### config.mk
export PLATFORM = sky130hd
export DESIGN_NAME = ssr_receiver
export DESIGN_NICKNAME = d
export VERILOG_FILES = /design/src/rtl/ssr_pkg.sv /design/src/rtl/ssr_receiver.sv
export SDC_FILE = /design/constraint.sdc
export NUM_CORES = 1
export LEC_CHECK = 0
export BUFFER_PORTS_ARGS = -buffer_cell sky130_fd_sc_hd__buf_2
export CAP_MARGIN = 20
export CORE_MARGIN = 2
export CORE_UTILIZATION = 55
export CTS_CLUSTER_DIAMETER = 30
export DETAILED_ROUTE_END_ITERATION = 7
export PLACE_DENSITY = 0.85
export SLEW_MARGIN = 0
export SYNTH_ARGS = -nofsm -noshare
export SYNTH_HDL_FRONTEND = slang
export SYNTH_SLANG_ARGS = --single-unit
export TNS_END_PERCENT = 5
### constraint.sdc
create_clock -name pclk -period 2.6 [get_ports pclk]
set_clock_uncertainty 0.15 [all_clocks]
set_input_delay 0.13 -clock pclk [delete_from_list [all_inputs] [get_ports pclk]]
set_output_delay 0.13 -clock pclk [all_outputs]
set_load 0.05 [all_outputs]
### src/rtl/ssr_pkg.sv
package ssr_pkg;

  // register byte offsets on the apb bus
  localparam logic [7:0] ADDR_RX_STATUS  = 8'h00;  // receive_status_control
  localparam logic [7:0] ADDR_RX_DATA    = 8'h04;  // receive_data_buffer
  localparam logic [7:0] ADDR_TX_STATUS  = 8'h08;  // transmit_status_control
  localparam logic [7:0] ADDR_RATE_POL   = 8'h0c;  // rate_polarity_control
  localparam logic [7:0] ADDR_DIV_HIGH   = 8'h10;  // rate_divisor_high
  localparam logic [7:0] ADDR_DIV_LOW    = 8'h14;  // rate_divisor_low
  localparam logic [7:0] ADDR_IRQ_STATUS = 8'h18;  // sticky event flags
  localparam logic [7:0] ADDR_IRQ_MASK   = 8'h1c;  // event mask
  localparam logic [7:0] ADDR_PWR_CTRL   = 8'h20;  // low-power state

  // receive_status_control field positions
  localparam int RS_PORT_EN  = 7;  // serial_port_enable
  localparam int RS_NINE_SEL = 6;  // nine_bit_receive_select
  localparam int RS_SINGLE   = 5;  // single_receive_enable
  localparam int RS_CONT     = 4;  // continuous_receive_enable
  localparam int RS_FRAME    = 2;  // framing_error_flag
  localparam int RS_OVER     = 1;  // overrun_error_flag
  localparam int RS_NINTH    = 0;  // received_ninth_bit

  // transmit_status_control field positions
  localparam int TS_CLK_SRC = 7;  // clock_source_select
  localparam int TS_SYNC    = 4;  // synchronous mode select

  // rate_polarity_control field positions
  localparam int RP_DATA_POL = 5;  // data_polarity_select
  localparam int RP_CLK_POL  = 4;  // clock_polarity_select

  // interrupt status / mask field positions
  localparam int IRQ_RX   = 0;  // receive_interrupt_flag
  localparam int IRQ_OVER = 1;  // overrun event
  localparam int IRQ_WAKE = 2;  // wake from low-power event

  // reset values
  localparam logic [7:0] RST_RX_STATUS = 8'h00;
  localparam logic [7:0] RST_TX_STATUS = 8'h00;
  localparam logic [7:0] RST_RATE_POL  = 8'h00;
  localparam logic [7:0] RST_DIVISOR   = 8'h00;
  localparam logic [2:0] RST_IRQ       = 3'h0;

  // word sizes
  localparam int WORD_SHORT = 8;
  localparam int WORD_LONG  = 9;

  // receive state machine, one-hot
  typedef enum logic [2:0] {
    RX_OFF   = 3'b001,
    RX_SHIFT = 3'b010,
    RX_DONE  = 3'b100
  } ssr_rx_state_type;

  // one received word handed to the buffer
  typedef struct packed {
    logic       ninth;
    logic [7:0] data;
  } ssr_word_type;

endpackage : ssr_pkg

### src/rtl/ssr_receiver.sv
// Summary of operation
// - single receive enable ignored in slave
// - keep receiving in sleep or idle
// - full word moves shift reg to buffer
// - receive interrupt wakes from low power
// - cpu branches when global enable set
// - clock polarity bit inverts clock pin
// - data polarity bit inverts data pin
// - nine-bit mode, ninth bit in status
// - continuous enable turns reception on
// - flag set on word, interrupt if enabled
// - errors shown in receive status register
// - low eight bits in data buffer
// - clearing continuous enable clears errors
// - clock source clear selects slave mode
//
// The APB register port and the address map were chosen for this implementation.
`timescale 1ns/1ps
`default_nettype none

module ssr_receiver (
  input  wire logic        pclk,          // 10 mhz bus clock
  input  wire logic        presetn,       // async reset, active low
  input  wire logic        psel,          // apb select
  input  wire logic        penable,       // apb access phase
  input  wire logic        pwrite,        // apb direction
  input  wire logic [7:0]  paddr,         // apb byte address
  input  wire logic [31:0] pwdata,        // apb write data
  output logic      [31:0] prdata,        // apb read data
  output logic             pready,        // apb ready
  output logic             pslverr,       // apb error
  input  wire logic        shift_clock_pin,   // clock from external master
  input  wire logic        serial_data_pin,   // data from external master
  output logic             irq,           // level interrupt
  output logic             wake           // wake request in low power
);

  ////////////////////////////////////////////////////////////////////////
  // registers
  logic [7:0] rx_ctrl_q;     // writable receive control bits
  logic [7:0] tx_ctrl_q;     // transmit_status_control
  logic [7:0] rate_pol_q;    // rate_polarity_control
  logic [7:0] div_high_q;    // rate_divisor_high
  logic [7:0] div_low_q;     // rate_divisor_low
  logic [2:0] irq_stat_q;    // sticky events
  logic [2:0] irq_mask_q;    // event mask
  logic       low_power_q;   // device sleeping or idle
  logic       over_q;        // overrun_error_flag
  logic       frame_q;       // framing_error_flag, never set in sync mode
  ssr_pkg::ssr_word_type buf_q;  // receive_data_buffer plus ninth bit
  logic       buf_full_q;    // buffer holds unread word

  // bus decode
  logic wr_en;   // write takes effect
  logic rd_en;   // read taken
  // a transfer counts only at the edge where the answer is given, so a
  // stretched access phase can neither write twice nor clear twice
  assign wr_en = psel & penable & pready & pwrite;
  assign rd_en = psel & penable & pready & ~pwrite;

  // mode decode
  logic slave_mode;  // sync slave with port enabled
  logic rx_on;       // reception allowed
  assign slave_mode = rx_ctrl_q[ssr_pkg::RS_PORT_EN] & tx_ctrl_q[ssr_pkg::TS_SYNC]
                      & ~tx_ctrl_q[ssr_pkg::TS_CLK_SRC];
  assign rx_on = slave_mode & rx_ctrl_q[ssr_pkg::RS_CONT];

  ////////////////////////////////////////////////////////////////////////
  // pin synchronisers
  // both pins pass two flops before any logic reads them; only the second
  // stage feeds the edge detector, so a metastable first stage never leaks
  logic [1:0] ck_sync_q;  // shift clock sync chain
  logic [1:0] dt_sync_q;  // data sync chain
  logic       ck_prev_q;  // last synced clock
  always_ff @(posedge pclk or negedge presetn) begin
    if (!presetn) begin
      ck_sync_q <= 2'h0;
      dt_sync_q <= 2'h0;
      ck_prev_q <= 1'b0;
    end else begin
      ck_sync_q <= {ck_sync_q[0], shift_clock_pin};
      dt_sync_q <= {dt_sync_q[0], serial_data_pin};
      ck_prev_q <= ck_sync_q[1];
    end
  end

  logic ck_pol;    // clock after polarity
  logic ck_prev;   // previous clock after polarity
  logic dt_pol;    // data after polarity
  logic ck_edge;   // active edge pulse
  assign ck_pol  = ck_sync_q[1] ^ rate_pol_q[ssr_pkg::RP_CLK_POL];
  assign ck_prev = ck_prev_q ^ rate_pol_q[ssr_pkg::RP_CLK_POL];
  assign dt_pol  = dt_sync_q[1] ^ rate_pol_q[ssr_pkg::RP_DATA_POL];
  // polarity is applied to the current and the previous sample alike, so a
  // polarity write while the line idles makes no false edge
  // sample on falling edge of the (polarity-adjusted) clock
  assign ck_edge = ck_prev & ~ck_pol;

  ////////////////////////////////////////////////////////////////////////
  // receive shifter
  ssr_pkg::ssr_rx_state_type state_q;  // receive state
  logic [8:0] shreg_q;   // receive_shift_register
  logic [3:0] cnt_q;     // bits received
  logic [3:0] word_len;  // bits per word
  assign word_len = rx_ctrl_q[ssr_pkg::RS_NINE_SEL] ? 4'(ssr_pkg::WORD_LONG)
                                                    : 4'(ssr_pkg::WORD_SHORT);

  logic word_done;  // full word assembled this cycle
  // gated by rx_on as the shifter is, so a word cut by a disable never lands
  assign word_done = (state_q == ssr_pkg::RX_SHIFT) & rx_on & ck_edge
                     & (cnt_q == word_len - 4'h1);

  // state and shift register
  always_ff @(posedge pclk or negedge presetn) begin
    if (!presetn) begin
      state_q <= ssr_pkg::RX_OFF;
      shreg_q <= 9'h000;
      cnt_q   <= 4'h0;
    end else begin
      unique case (state_q)
        ssr_pkg::RX_OFF: begin
          cnt_q <= 4'h0;
          if (rx_on) begin
            state_q <= ssr_pkg::RX_SHIFT;
          end
        end
        ssr_pkg::RX_SHIFT: begin
          if (!rx_on) begin
            state_q <= ssr_pkg::RX_OFF;
          end else if (ck_edge) begin
            shreg_q[cnt_q] <= dt_pol;
            cnt_q          <= cnt_q + 4'h1;
            if (word_done) begin
              state_q <= ssr_pkg::RX_DONE;
            end
          end
        end
        ssr_pkg::RX_DONE: begin
          // one cycle to clear count and shift register; the buffer took the word on entry
          // an active edge in this cycle is lost; the far end must leave at
          // least one bus cycle after the last bit of a word
          cnt_q   <= 4'h0;
          shreg_q <= 9'h000;
          state_q <= rx_on ? ssr_pkg::RX_SHIFT : ssr_pkg::RX_OFF;
        end
      endcase
    end
  end

  // full word including the bit just sampled
  ssr_pkg::ssr_word_type word_in;
  always_comb begin
    word_in = shreg_q;
    if (cnt_q == 4'h8) begin
      word_in.ninth = dt_pol;
    end else begin
      word_in.data[cnt_q[2:0]] = dt_pol;
    end
    if (!rx_ctrl_q[ssr_pkg::RS_NINE_SEL]) begin
      word_in.ninth = 1'b0;
    end
  end

  ////////////////////////////////////////////////////////////////////////
  // receive buffer and errors
  logic rd_data;  // buffer read this cycle
  assign rd_data = rd_en & (paddr == ssr_pkg::ADDR_RX_DATA);

  always_ff @(posedge pclk or negedge presetn) begin
    if (!presetn) begin
      buf_q      <= '0;
      buf_full_q <= 1'b0;
      over_q     <= 1'b0;
      frame_q    <= 1'b0;
    end else begin
      if (word_done && buf_full_q && !rd_data) begin
        over_q <= 1'b1;
      end else if (word_done) begin
        buf_q      <= word_in;
        buf_full_q <= 1'b1;
      end else if (rd_data) begin
        buf_full_q <= 1'b0;
      end
      if (!rx_ctrl_q[ssr_pkg::RS_CONT]) begin
        over_q  <= 1'b0;
        frame_q <= 1'b0;
      end
    end
  end

  ////////////////////////////////////////////////////////////////////////
  // control registers
  always_ff @(posedge pclk or negedge presetn) begin
    if (!presetn) begin
      rx_ctrl_q   <= ssr_pkg::RST_RX_STATUS;
      tx_ctrl_q   <= ssr_pkg::RST_TX_STATUS;
      rate_pol_q  <= ssr_pkg::RST_RATE_POL;
      div_high_q  <= ssr_pkg::RST_DIVISOR;
      div_low_q   <= ssr_pkg::RST_DIVISOR;
      irq_mask_q  <= ssr_pkg::RST_IRQ;
    end else if (wr_en) begin
      unique case (paddr)
        ssr_pkg::ADDR_RX_STATUS: rx_ctrl_q  <= {pwdata[7:4], 4'h0};
        ssr_pkg::ADDR_TX_STATUS: tx_ctrl_q  <= pwdata[7:0];
        ssr_pkg::ADDR_RATE_POL:  rate_pol_q <= pwdata[7:0];
        ssr_pkg::ADDR_DIV_HIGH:  div_high_q <= pwdata[7:0];
        ssr_pkg::ADDR_DIV_LOW:   div_low_q  <= pwdata[7:0];
        ssr_pkg::ADDR_IRQ_MASK:  irq_mask_q <= pwdata[2:0];
        default: ;
      endcase
    end
  end

  // low-power state: software enters it, a wake pulse leaves it; kept apart
  // from the other registers so that a write elsewhere cannot mask a wake
  always_ff @(posedge pclk or negedge presetn) begin
    if (!presetn) begin
      low_power_q <= 1'b0;
    end else if (wr_en && (paddr == ssr_pkg::ADDR_PWR_CTRL)) begin
      // software request
      low_power_q <= pwdata[0];
    end else if (wake) begin
      // wake leaves low power
      low_power_q <= 1'b0;
    end
  end

  ////////////////////////////////////////////////////////////////////////
  // sticky events; read of status clears, a new event wins
  logic rd_irq;  // status read
  logic [2:0] ev;  // event pulses
  assign rd_irq = rd_en & (paddr == ssr_pkg::ADDR_IRQ_STATUS);
  // receive flag on word
  // a word that lands while the old one is read out still counts
  assign ev[ssr_pkg::IRQ_RX]   = word_done & ~(buf_full_q & ~rd_data);
  assign ev[ssr_pkg::IRQ_OVER] = word_done & buf_full_q & ~rd_data;
  assign ev[ssr_pkg::IRQ_WAKE] = word_done & low_power_q;

  always_ff @(posedge pclk or negedge presetn) begin
    if (!presetn) begin
      irq_stat_q <= ssr_pkg::RST_IRQ;
    end else begin
      irq_stat_q <= (rd_irq ? 3'h0 : irq_stat_q) | ev;
    end
  end

  // interrupt and wake outputs
  // irq follows the next status value, so it drops in the same cycle as a
  // clearing read and rises in the same cycle as the flag
  always_ff @(posedge pclk or negedge presetn) begin
    if (!presetn) begin
      irq  <= 1'b0;
      wake <= 1'b0;
    end else begin
      irq  <= |(((rd_irq ? 3'h0 : irq_stat_q) | ev) & irq_mask_q);
      wake <= low_power_q & ev[ssr_pkg::IRQ_RX] & irq_mask_q[ssr_pkg::IRQ_RX];
    end
  end

  ////////////////////////////////////////////////////////////////////////
  // read data; zero wait states
  logic [7:0] rd_mux;
  always_comb begin
    rd_mux = 8'h00;
    unique case (paddr)
      ssr_pkg::ADDR_RX_STATUS: rd_mux = {rx_ctrl_q[7:4], 1'b0, frame_q, over_q, buf_q.ninth};
      ssr_pkg::ADDR_RX_DATA:    rd_mux = buf_q.data;
      ssr_pkg::ADDR_TX_STATUS:  rd_mux = tx_ctrl_q;
      ssr_pkg::ADDR_RATE_POL:   rd_mux = rate_pol_q;
      ssr_pkg::ADDR_DIV_HIGH:   rd_mux = div_high_q;
      ssr_pkg::ADDR_DIV_LOW:    rd_mux = div_low_q;
      ssr_pkg::ADDR_IRQ_STATUS: rd_mux = {5'h00, irq_stat_q};
      ssr_pkg::ADDR_IRQ_MASK:   rd_mux = {5'h00, irq_mask_q};
      ssr_pkg::ADDR_PWR_CTRL:   rd_mux = {7'h00, low_power_q};
      default:                  rd_mux = 8'h00;
    endcase
  end

  // anything off the word grid or past the last register is refused
  logic mapped;  // address is a register
  assign mapped = (paddr[1:0] == 2'h0) & (paddr <= ssr_pkg::ADDR_PWR_CTRL);

  // apb answer registered: pready high in the first access cycle
  // prdata is taken in the setup cycle, so a read that clears a flag
  // returns the value that stood before the clear
  always_ff @(posedge pclk or negedge presetn) begin
    if (!presetn) begin
      prdata  <= 32'h0;
      pready  <= 1'b0;
      pslverr <= 1'b0;
    end else begin
      pready  <= psel & ~penable;
      pslverr <= psel & ~penable & ~mapped;
      prdata  <= (psel & ~penable & ~pwrite) ? {24'h0, rd_mux} : 32'h0;
    end
  end
endmodule : ssr_receiver

`default_nettype wire

======== Word level (Yosys, flattened, before mapping) ========
Index checks and enable logic that the tools add are counted.
storage, ports and cells
  register bits after elaboration ......... 87
  bits of input ports ..................... 47
  word-level logic and storage cells ...... 141
cells by class
  add/subtract/negate cells ............... 2
  order comparisons ....................... 5
  equality and inequality tests ........... 19
  reduce and logical (&&, ||, !) cells .... 24
  mux-type cells .......................... 31
  bitwise operators ....................... 37
operators with widths
  operator                                                               count
  8-bit one-hot mux with 9 select lines                                  1
  8-bit by 5-bit == test with 1-bit output, second input constant        4
  1-bit bitwise AND                                                      24
  9-bit 2-to-1 mux                                                       2
  9-bit one-hot mux with 2 select lines                                  1
  2-bit AND reduction                                                    9
  8-bit by 4-bit == test with 1-bit output, second input constant        2
  8-bit 2-to-1 mux                                                       2
  3-bit 2-to-1 mux                                                       5
  1-bit 2-to-1 mux                                                       11
  9-bit bitwise mux                                                      1
  3-bit one-hot mux with 3 select lines                                  1
  8-bit bitwise mux                                                      1
  8-bit by 3-bit == test with 1-bit output, second input constant        1
  8-bit by 6-bit == test with 1-bit output, second input constant        1
  8-bit by 6-bit <= comparator with 1-bit output, second input constant  1
  8-bit zero test                                                        1
  4-bit 2-to-1 mux                                                       2
  1-bit inverter                                                         8
  4-bit one-hot mux with 2 select lines                                  1
  2-bit != test, second input constant                                   3
  3-bit != test, second input constant                                   2
  3-bit AND reduction                                                    2
  2-bit nonzero test                                                     3
  other kinds (23)                                                       29

======== Depth between registers and ports, before layout ========
Gate-level depths: netlist of run 1.
  depth in word-level cells ............... 11
  depth in mapped cells ................... 6
  mapped depth without buffers ............ 6

======== Worst setup path after synthesis of run 1 ========
OpenSTA, ideal clock, no wires.
  path kind ............................... register to register
  from .................................... register pready
  to ...................................... register buf_q[1] (netlist name)
  stages on the path, launching flop included .. 6
  data required time ...................... 2.325 ns
  arrival time ............................ 1.894 ns
  path slack .............................. 0.432 ns
  period minus slack after synthesis ...... 2.168 ns
  path through ............................ dfrtp_1 -> nand4b_1 -> o41ai_2 -> nor3b_2 -> buf_6 -> mux2_2
between the ends
  cells in the longest elaborated chain, start to end .. 7
ends and longest elaborated chain
  item                            line                 text
  start: declaration              ssr_receiver.sv:30   output logic pready,
  start signal: assignment        ssr_receiver.sv:292  pready <= psel & ~penable;
  1-bit bitwise AND (2 in a row)  ssr_receiver.sv:59   assign rd_en = psel & penable & pready & ~pwrite;
  1-bit bitwise AND               ssr_receiver.sv:167  assign rd_data = rd_en & (paddr == ssr_pkg::ADDR_RX_DATA);
  1-bit zero test                 ssr_receiver.sv:176  if (word_done && buf_full_q && !rd_data) begin
  1-bit logical AND               ssr_receiver.sv:176
  1-bit inverter (no line)        -
  2-bit AND reduction (no line)   -
  end signal: assignment          ssr_receiver.sv:179  buf_q <= word_in;
  end: declaration                ssr_receiver.sv:50   ssr_pkg::ssr_word_type buf_q;
Every way passes these cells.
A chain may end at the register's enable or synchronous reset.

======== Worst setup path after layout of run 1 ========
  from .................................... input port paddr[5]
  to ...................................... register buf_q[2] (netlist name)
between the ends
  cells in the longest elaborated chain, start to end .. 6
ends and longest elaborated chain
  item                                      line                 text
  start: declaration                        ssr_receiver.sv:27   input wire logic [7:0] paddr,
  8-bit by 3-bit == test with 1-bit output  ssr_receiver.sv:167
  1-bit bitwise AND                         ssr_receiver.sv:167
  1-bit zero test                           ssr_receiver.sv:176
  1-bit logical AND                         ssr_receiver.sv:176
  1-bit inverter (no line)                  -
  2-bit AND reduction (no line)             -
Every way passes these cells.

==> metrics list, run 1 <==
* Endpoint of the worst-slack reg-to-reg timing path: shreg_q[1]
- Across all hold checks on the routed design, the worst slack comes to around 0.03 ns.
- First-pass GRT wire length: 15200 µm
* Core box area: 7810 µm²
- Pin placement for this block handled 83 I/O pins.
- Top flip-flop cell by instance count after synthesis: sky130_fd_sc_hd__dfrtp_1
- The finished layout holds 541 standard cells, fillers aside.
- The floorplan step set the die height to 94.1 µm.
- # port buffers: 34
- Critical Path Start Type: input pin
* Upper clock frequency limit: 412 MHz
- Synthesis Warnings: 0
- In this run the tightest slew margin relative to its limit is between 50% and 60%.
* R2R Path Start: rate_pol_q[4]
- Max stage delay on crit path: approximately 0.53 ns
- For hold timing, the worst endpoint is prdata[1].
- In the final routed layout, each cell accounts on average for about 18 µm.
- The slowest stage of the critical path belongs to the cell sky130_fd_sc_hd__dlygate4sd3_1.
* Placed insts: 512
- Weighted congestion at the end of routability-driven global placement: 0.890
- DIE AREA: just under 9000 µm²
- The clock passes through at most 2 buffers.
- For the worst flop-to-flop path, the logic depth is 5.
* Starting density of the core: 57.2%
- In this run the power density over the cells is between 500 and 600 nW/µm².
- Across all register-to-register paths, the minimum setup slack is 0.38 ns.
* Number of core rows: 32
- Once the clock tree was built, the resizer swapped 0 gates to a different size.
- Critical path peak fanout: 11
* Final Total Pwr: roughly 2.7 mW
- Sorting the synthesized cells by area gives the leading types as sky130_fd_sc_hd__dfrtp_1 48%, sky130_fd_sc_hd__mux2_2 16%, sky130_fd_sc_hd__buf_4 4.2%.
* Via count of the first global-routing pass: 3097
* Status: completed
- For this run, asynchronously set or reset flops after synthesis account for 100%.
- Entering global routing, the biggest net connects 53 pins.
- Setup-violating endpoint count in the final report: 0
* Worst path depth: 7
- Area after DPL: ~4700 µm²
- Leakage power summed over all cells: 2.45 nW
- Clock transition time at the flip-flop clock pins of the worst setup and hold paths: 0.10 ns
- Final Hold Violating Endpoints: 0
* Crit Path Class: input pin to register
- The count of final max-slew check failures came to 0.
* Post-route design area: between 5000 and 6000 µm²
- A synthesized cell averages 11.8 µm².
* Flops & latches, synth: 87
* Part of the Yosys area used for sequential elements: between 40% and 50%
* CP startpoint: paddr[5]
* RSZ-0062 raised after global routing: false
* Final worst slack: 0.171 ns
* Cell with the most instances after synthesis: sky130_fd_sc_hd__dfrtp_1
- Startpoint of the worst hold path: paddr[7]
* Hold Path Depth: 3
- Antenna fix cells: 0
- Most area-hungry cell type in the Yosys netlist: sky130_fd_sc_hd__dfrtp_1
- Critical path cell sequence: dlygate4sd3_1, buf_2, or3_1, o41ai_2, nor3b_2, buf_4, mux2_2
- Together, buffers and inverters on the worst path number 3.
- CTS Buf Count: 9
* Total gr overflow: 0
- Clock H-tree levels: 3
- Total number of clock tree sinks: slightly below 90
- The clock period could shrink to 2.43 ns.
- Total negative setup slack: 0 ns
- The synthesized netlist contains 58 unique library cells.
* Data arrival time of the critical path: 2.53 ns
* Final net count: 486
- Data on the critical path is required at its endpoint by 2.70 ns.
- CTS tree: built
- The min-delay analysis places its worst path in the category input pin to register.
- Area fraction of the dominant cell type after synthesis: between 40 and 50%
- Max-cap violations: 0
* Post-synth design cell area: 4470 µm²
- Post-Syn Instances: 380
- Cell types with the highest counts after synthesis: 86 x sky130_fd_sc_hd__dfrtp_1, 63 x sky130_fd_sc_hd__mux2_2, 33 x sky130_fd_sc_hd__nand2_1
- After detailed routing, the total wire length is between 9000 and 10000 µm.
- Width of the die: 94.1 µm
- Slew at the pin closest to its max-slew limit: 0.695 ns
* Drt first pass iters: 5
* GRT Resource Usage Total: 22.9%
- DRC marker count from the first detailed-route iteration: 221
* Number of antenna violations at the first check in global routing: 0
* Routed vias: 3193
- Summed over all nets, the half-perimeter wirelength after detailed placement is 6580 µm.
* Total DRC errors in the routed layout: 0
* Area added between synthesis and finish: 14.0%
* Fraction of final layout cells sized beyond drive strength 1: 32.1%
* Minimum setup slack after placement: 0.228 ns
- The worst setup path is captured at a register.
- Dividing the detail-routed via count by the number of cells gives 5.90.
- Counting flops with a built-in enable in the synthesized netlist gives 0.
* Post-route core utilization: 65.2%
- Final Cycle Share: 93.4%
- Clk root buf: sky130_fd_sc_hd__clkbuf_8
- The later pin in the worst-skew pair is clocked with a latency of roughly 0.38 ns.
- The detail route stage leaves a number of antenna-violating nets equal to 0.
- The worst-case IR drop observed on VDD is 0.000363 V.
- Cell class contributing the biggest share of worst-path delay: buffers and inverters
-- registers in the layout, indices dropped and copies added, names as in the netlist, 2 cells and up --
name,count
buf_q,9
shreg_q,9
div_high_q,8
div_low_q,8
prdata,8
rate_pol_q,8
tx_ctrl_q,8
cnt_q,4
rx_ctrl_q,4
irq_mask_q,3
irq_stat_q,3
state_q,3
ck_sync_q,2
dt_sync_q,2
-- worst reg2reg max path: cells and delay by family, from the launching register on --
family	cells	cell delay, ns
muxes	1	0.25
and+or+nand+nor	2	0.89
DFF	1	0.43
buffers and inverters	1	0.23
AOI/OAI and AO/OA	1	0.19
-- layout by cell type (no fill, tap or decap), types with 3 or more instances in the layout --
| cell type | instances |
|---|---|
| sky130_fd_sc_hd__inv_1 | 7 |
| sky130_fd_sc_hd__nand3b_1 | 4 |
| sky130_fd_sc_hd__buf_4 | 15 |
| sky130_fd_sc_hd__and3_1 | 3 |
| sky130_fd_sc_hd__a222oi_1 | 5 |
| sky130_fd_sc_hd__a21oi_1 | 11 |
| sky130_fd_sc_hd__clkbuf_8 | 9 |
| sky130_fd_sc_hd__nor4_1 | 3 |
| sky130_fd_sc_hd__buf_2 | 33 |
| sky130_fd_sc_hd__nor2b_1 | 4 |
| sky130_fd_sc_hd__ha_1 | 4 |
| sky130_fd_sc_hd__or3_1 | 3 |
| sky130_fd_sc_hd__mux2i_1 | 18 |
| sky130_fd_sc_hd__nand2b_1 | 7 |
| sky130_fd_sc_hd__o21ai_0 | 7 |
| sky130_fd_sc_hd__nor2_1 | 16 |
| sky130_fd_sc_hd__dlygate4sd3_1 | 14 |
| sky130_fd_sc_hd__mux2_2 | 63 |
| sky130_fd_sc_hd__a32oi_1 | 5 |
| sky130_fd_sc_hd__conb_1 | 24 |
| sky130_fd_sc_hd__nand2_1 | 33 |
| sky130_fd_sc_hd__dfrtp_1 | 86 |
| sky130_fd_sc_hd__nand3_1 | 4 |
| sky130_fd_sc_hd__bufinv_16 | 3 |
| sky130_fd_sc_hd__nor4b_1 | 5 |
| sky130_fd_sc_hd__nor3_1 | 8 |
-- final cells by class --
| cell class | instances | area, µm² |
|---|---|---|
| Multi-Input combinational cell | 267 | 2080 |
| Tap cell | 102 | 128 |
| Inverter | 7 | 26.3 |
| Sequential cell | 87 | 2180 |
| Clock inverter | 6 | 119 |
| Fill cell | 572 | 2720 |
| Timing Repair Buffer | 63 | 438 |
| Clock buffer | 9 | 124 |
-- worst max path at each step --
stage               end  slack, ns
2_1_floorplan  buf_q[1]       0.43
3_3_place_gp   buf_q[5]       0.32
3_5_place_dp   buf_q[2]       0.23
4_1_cts        buf_q[2]       0.18
5_1_grt        buf_q[0]       0.11
6_report       buf_q[2]       0.17
-- cell families (layout without fill, tap and decap cells) --
family | after synthesis | after routing | synth area share [%]
compound gates | 43 | 43 | 7.03
xor+xnor | 2 | 2 | 0.392
fa+ha+maj | 4 | 4 | 1.12
buf+inv | 49 | 85 | 6.64
flops | 87 | 87 | 48.8
mux | 85 | 85 | 21.4
other cells | 1 | 24 | 0.0840
simple gates | 109 | 109 | 14.5
-- power by group --
group	switching (mW)	total, mW	internal [mW]
sequential	0.00493	1.37	1.36
clock	0.509	1.15	0.643
combinational	0.162	0.214	0.0520
total	0.676	2.73	2.06
-- routing by layer --
metal  wire [µm]  share of wire, %  up-vias  global-route usage, %
li1            -                 -     1437                      -
met1        3960                42     1584                   29.7
met2        4700                50      155                   36.8
met3         651               6.9       17                   4.90
met4         183               1.9        0                   10.5
met5           0                 0        -                      0
-- timing repair --
| action | 4_1_cts | 5_1_grt |
|---|---|---|
| hold buffers | 14 | 0 |
| hold endpoints to repair | 131 | 0 |
| setup endpoints to repair | 0 | 0 |
| buffers inserted | 0 | 0 |
Power figures use the tool's default switching activity.
==> run 2: changes to the inputs <==
--- a/config.mk
+++ b/config.mk
@@ -8,10 +8,10 @@
 export BUFFER_PORTS_ARGS = -buffer_cell sky130_fd_sc_hd__buf_2
 export CAP_MARGIN = 20
 export CORE_MARGIN = 2
-export CORE_UTILIZATION = 55
+export CORE_UTILIZATION = 47
 export CTS_CLUSTER_DIAMETER = 30
 export DETAILED_ROUTE_END_ITERATION = 7
-export PLACE_DENSITY = 0.85
+export PLACE_DENSITY = 0.75
 export SLEW_MARGIN = 0
 export SYNTH_ARGS = -nofsm -noshare
 export SYNTH_HDL_FRONTEND = slang
==> run 2 against run 1 <==
Net effect: global-route usage shrank 3.2 points; via count shrank 3.3%; die area grew 16%; sequential cell count is the same; utilization shrank 10 points; wire length shrank 2.0%; maximum frequency grew 1.5%; first-iteration DRC count grew 0.90%; register-to-register slack lost 0.07 ns; sequential share of layout area shrank 0.053 points; non-clock buffer count grew 3; combinational power is essentially flat; critical endpoint is now buf_q[1]; highest routed layer unchanged.
==> metrics list, run 2 (synthesis gave the netlist of run 1 again) <==
- Antenna fix cells: 0 (unchanged)
* Routed vias: 3087 (-3.3%)
- FF/Latch Area: 2180 µm² (unchanged)
- The post-route fraction of the period consumed by the critical path came to 92.1% (-1.4 points).
- Hold_buf cts: 14 (unchanged)
- # port buffers: 34 (unchanged)
- The largest fanout of any net on the critical path is 11 (unchanged).
- Die height: 101 µm (+7.8%)
* Largest registers: buf_q x9, shreg_q x9
- Metal1 wirelength: 4030 µm (+1.9%)
* DIE AREA: 10300 µm² (+16%)
- The cell sitting at the root of the clock tree is a sky130_fd_sc_hd__clkbuf_8.
* Worst slew margin relative to its limit: 54.5% (+1.1 points)
- The number of endpoints with negative hold slack in the final report is 0 (unchanged).
* Largest net degree at the start of global routing: 38 (-28%)
* Via count of the first global-routing pass: 3136 (+1.3%)
- The number of antenna-violating nets in the routed design came to 0 (unchanged).
* Clock transition time at the flip-flop clock pins of the worst setup and hold paths: 0.08 ns (-0.02 ns)
- The power per unit of standard cell area came to 499 nW/µm² (-7.0%).
- Status: completed
- Fraction of final layout cells sized beyond drive strength 1: 32.7% (+0.61 points)
- Data arrival time of the critical path: 2.48 ns (-0.05 ns)
- The met3 wire length came to 448 µm (-31%).
- The total leakage power came to 2.43 nW (-0.50%).
- Post-detailed-routing wire length: 9300 µm (-2.0%)
- Total of cells resized after clock tree synthesis: 0 (unchanged)
- Post-route core utilization: 55.2% (-10 points)
- The number of sinks on the clock net is 87 (unchanged).
* HPWL reported at the end of detailed placement: 6650 µm (+1.1%)
* Total DRC errors in the routed layout: 0 (unchanged)
- Worst skew pair latency: 0.35 ns (-0.03 ns)
- Final net count: 489 (+0.62%)
- Max-cap violations: 0 (unchanged)
* Top Metal Used: met4
- Weighted congestion at the end of routability-driven global placement: 0.920 (+3.4%)
- Routed wire length on met2: 4660 µm (-0.91%)
- Area added between synthesis and finish: 14.1%
- Clock H-tree levels: 3 (unchanged)
* Bufs on Longest Clock Path: 2 (unchanged)
- The required time of the worst setup path is 2.69 ns (about the same).
- The slew at the pin closest to its max-slew limit came to 0.678 ns (-0.0168 ns).
* RSZ-0062 raised after global routing: false
- The worst IR drop on VDD was 0.000349 V (-3.8%).
* Number of buffers added for setup after CTS: 0 (unchanged)
- Most frequent cells in the layout: 86 x sky130_fd_sc_hd__dfrtp_1, 63 x sky130_fd_sc_hd__mux2_2, 33 x sky130_fd_sc_hd__nand2_1, 33 x sky130_fd_sc_hd__buf_2, 24 x sky130_fd_sc_hd__conb_1
- Crit Path Class: input pin to register
- CTS tree: built
* Routed len/inst: 16.3 µm (-7.4%)
- The total overflow reported by the global router came to 0 (unchanged).
* Number of antenna violations at the first check in global routing: 0 (unchanged)
- The number of DRC markers after the initial detailed-route iteration is 223 (+0.90%).
- The count of final max-slew check failures was 0 (unchanged).
- Io pins: 83 (unchanged)
* Fillers: 784 (+37%)
- Commonest non-fill, non-tap cell in the layout: sky130_fd_sc_hd__dfrtp_1
- Via density per instance: 5.40 (-8.6%)
- Width of the die: 101 µm (+7.8%)
* Upper clock frequency limit: 418 MHz (+1.5%)
- Post-route minimum period: 2.39 ns (-0.0353 ns)
- The number of placement rows is 35 (+9.4%).
* Critical path endpoint category: register
- CTS Buf Count: 9 (unchanged)
- The global-route wire length before repair came to 15600 µm (+2.3%).
- The min-delay analysis places its worst path in the category input pin to asynchronous set/reset pin.
- Drt first pass iters: 4 (-1)
* Core box area: 9240 µm² (+18%)
- GRT Resource Usage Total: 19.7% (-3.2 points)
- The area of the multi-input gates was 2080 µm² (unchanged).
- Critical Path Start Type: input pin
- The count of endpoints failing setup in the final report is 0 (unchanged).
- Placed insts: 542 (+5.9%)
* Total negative setup slack: 0 ns (unchanged)
- Final Instance Count excl. Fillers: 572 (+5.7%)
- Starting density of the core: 48.3% (-8.9 points)
run 2: changes by cell type in the layout (fill, tap and decap cells not counted):
cell	delta
sky130_fd_sc_hd__buf_12	-1
sky130_fd_sc_hd__buf_4	+4
sky130_fd_sc_hd__bufinv_16	-2
sky130_fd_sc_hd__clkbuf_8	+1
sky130_fd_sc_hd__clkinv_2	+1
sky130_fd_sc_hd__clkinv_4	-2
sky130_fd_sc_hd__clkinvlp_4	+2
sky130_fd_sc_hd__inv_6	+2
sky130_fd_sc_hd__inv_8	-1
run 2: cell type report:
class                           count  share of cell area (%)
Timing Repair Buffer               66                    8.79
Tap cell                          129                    3.17
Multi-Input combinational cell    267                    40.8
Inverter                            7                   0.516
Sequential cell                    87                    42.7
Clock inverter                      6                    1.33
Clock buffer                       10                    2.70
run 2: metal layers:
metal	up-vias	track usage [%]
li1	1435	-
met1	1535	25.4
met2	106	33.6
met3	11	2.76
met4	0	7.59
met5	-	0
run 2: worst paths after layout:
| kind | from | to | slack (ns) | depth (start not counted) |
|---|---|---|---|---|
| setup reg to reg | cnt_q[0] | buf_q[3] | 0.31 | 6 |
| hold / removal | presetn | ck_sync_q[1] | 0.12 | 2 |
| setup / recovery | paddr[5] | buf_q[1] | 0.21 | 7 |
| min in group pclk | paddr[4] | prdata[1] | 0.14 | 3 |
| max in group asynchronous | presetn | state_q[0] | 1.47 | 3 |
| hold reg to reg | dt_sync_q[0] | dt_sync_q[1] | 0.21 | 0 |
run 2: power by group:
part	switching [mW]	leakage, nW	total [mW]	internal, mW
Sequential	0.00417	1.19	1.36	1.36
Clock	0.489	0.0993	0.964	0.475
Combinational	0.163	1.15	0.214	0.0515
Total	0.656	2.43	2.54	1.89
run 2: stage by stage:
| step | area (µm²) | worst slack (ns) | total power [mW] | hold WS, ns |
|---|---|---|---|---|
| floorplan | 4550 | 0.432 | 1.55 | -0.316 |
| global placement | 4750 | 0.328 | 1.59 | -0.0374 |
| detailed placement | 4750 | 0.309 | 1.59 | -0.0306 |
| CTS | 5100 | 0.222 | 2.57 | 0.121 |
| global route | 5100 | 0.118 | 2.63 | 0.158 |
| finish | 5100 | 0.206 | 2.54 | 0.120 |
run 2: worst max-delay path, cell delays in order:
cell and delay (ns):
sky130_fd_sc_hd__dlygate4sd3_1 0.53, sky130_fd_sc_hd__buf_2 0.21, sky130_fd_sc_hd__or3_1 0.44, sky130_fd_sc_hd__o41ai_2 0.36, sky130_fd_sc_hd__nor3b_2 0.23, sky130_fd_sc_hd__buf_4 0.22
sky130_fd_sc_hd__mux2_2 0.35
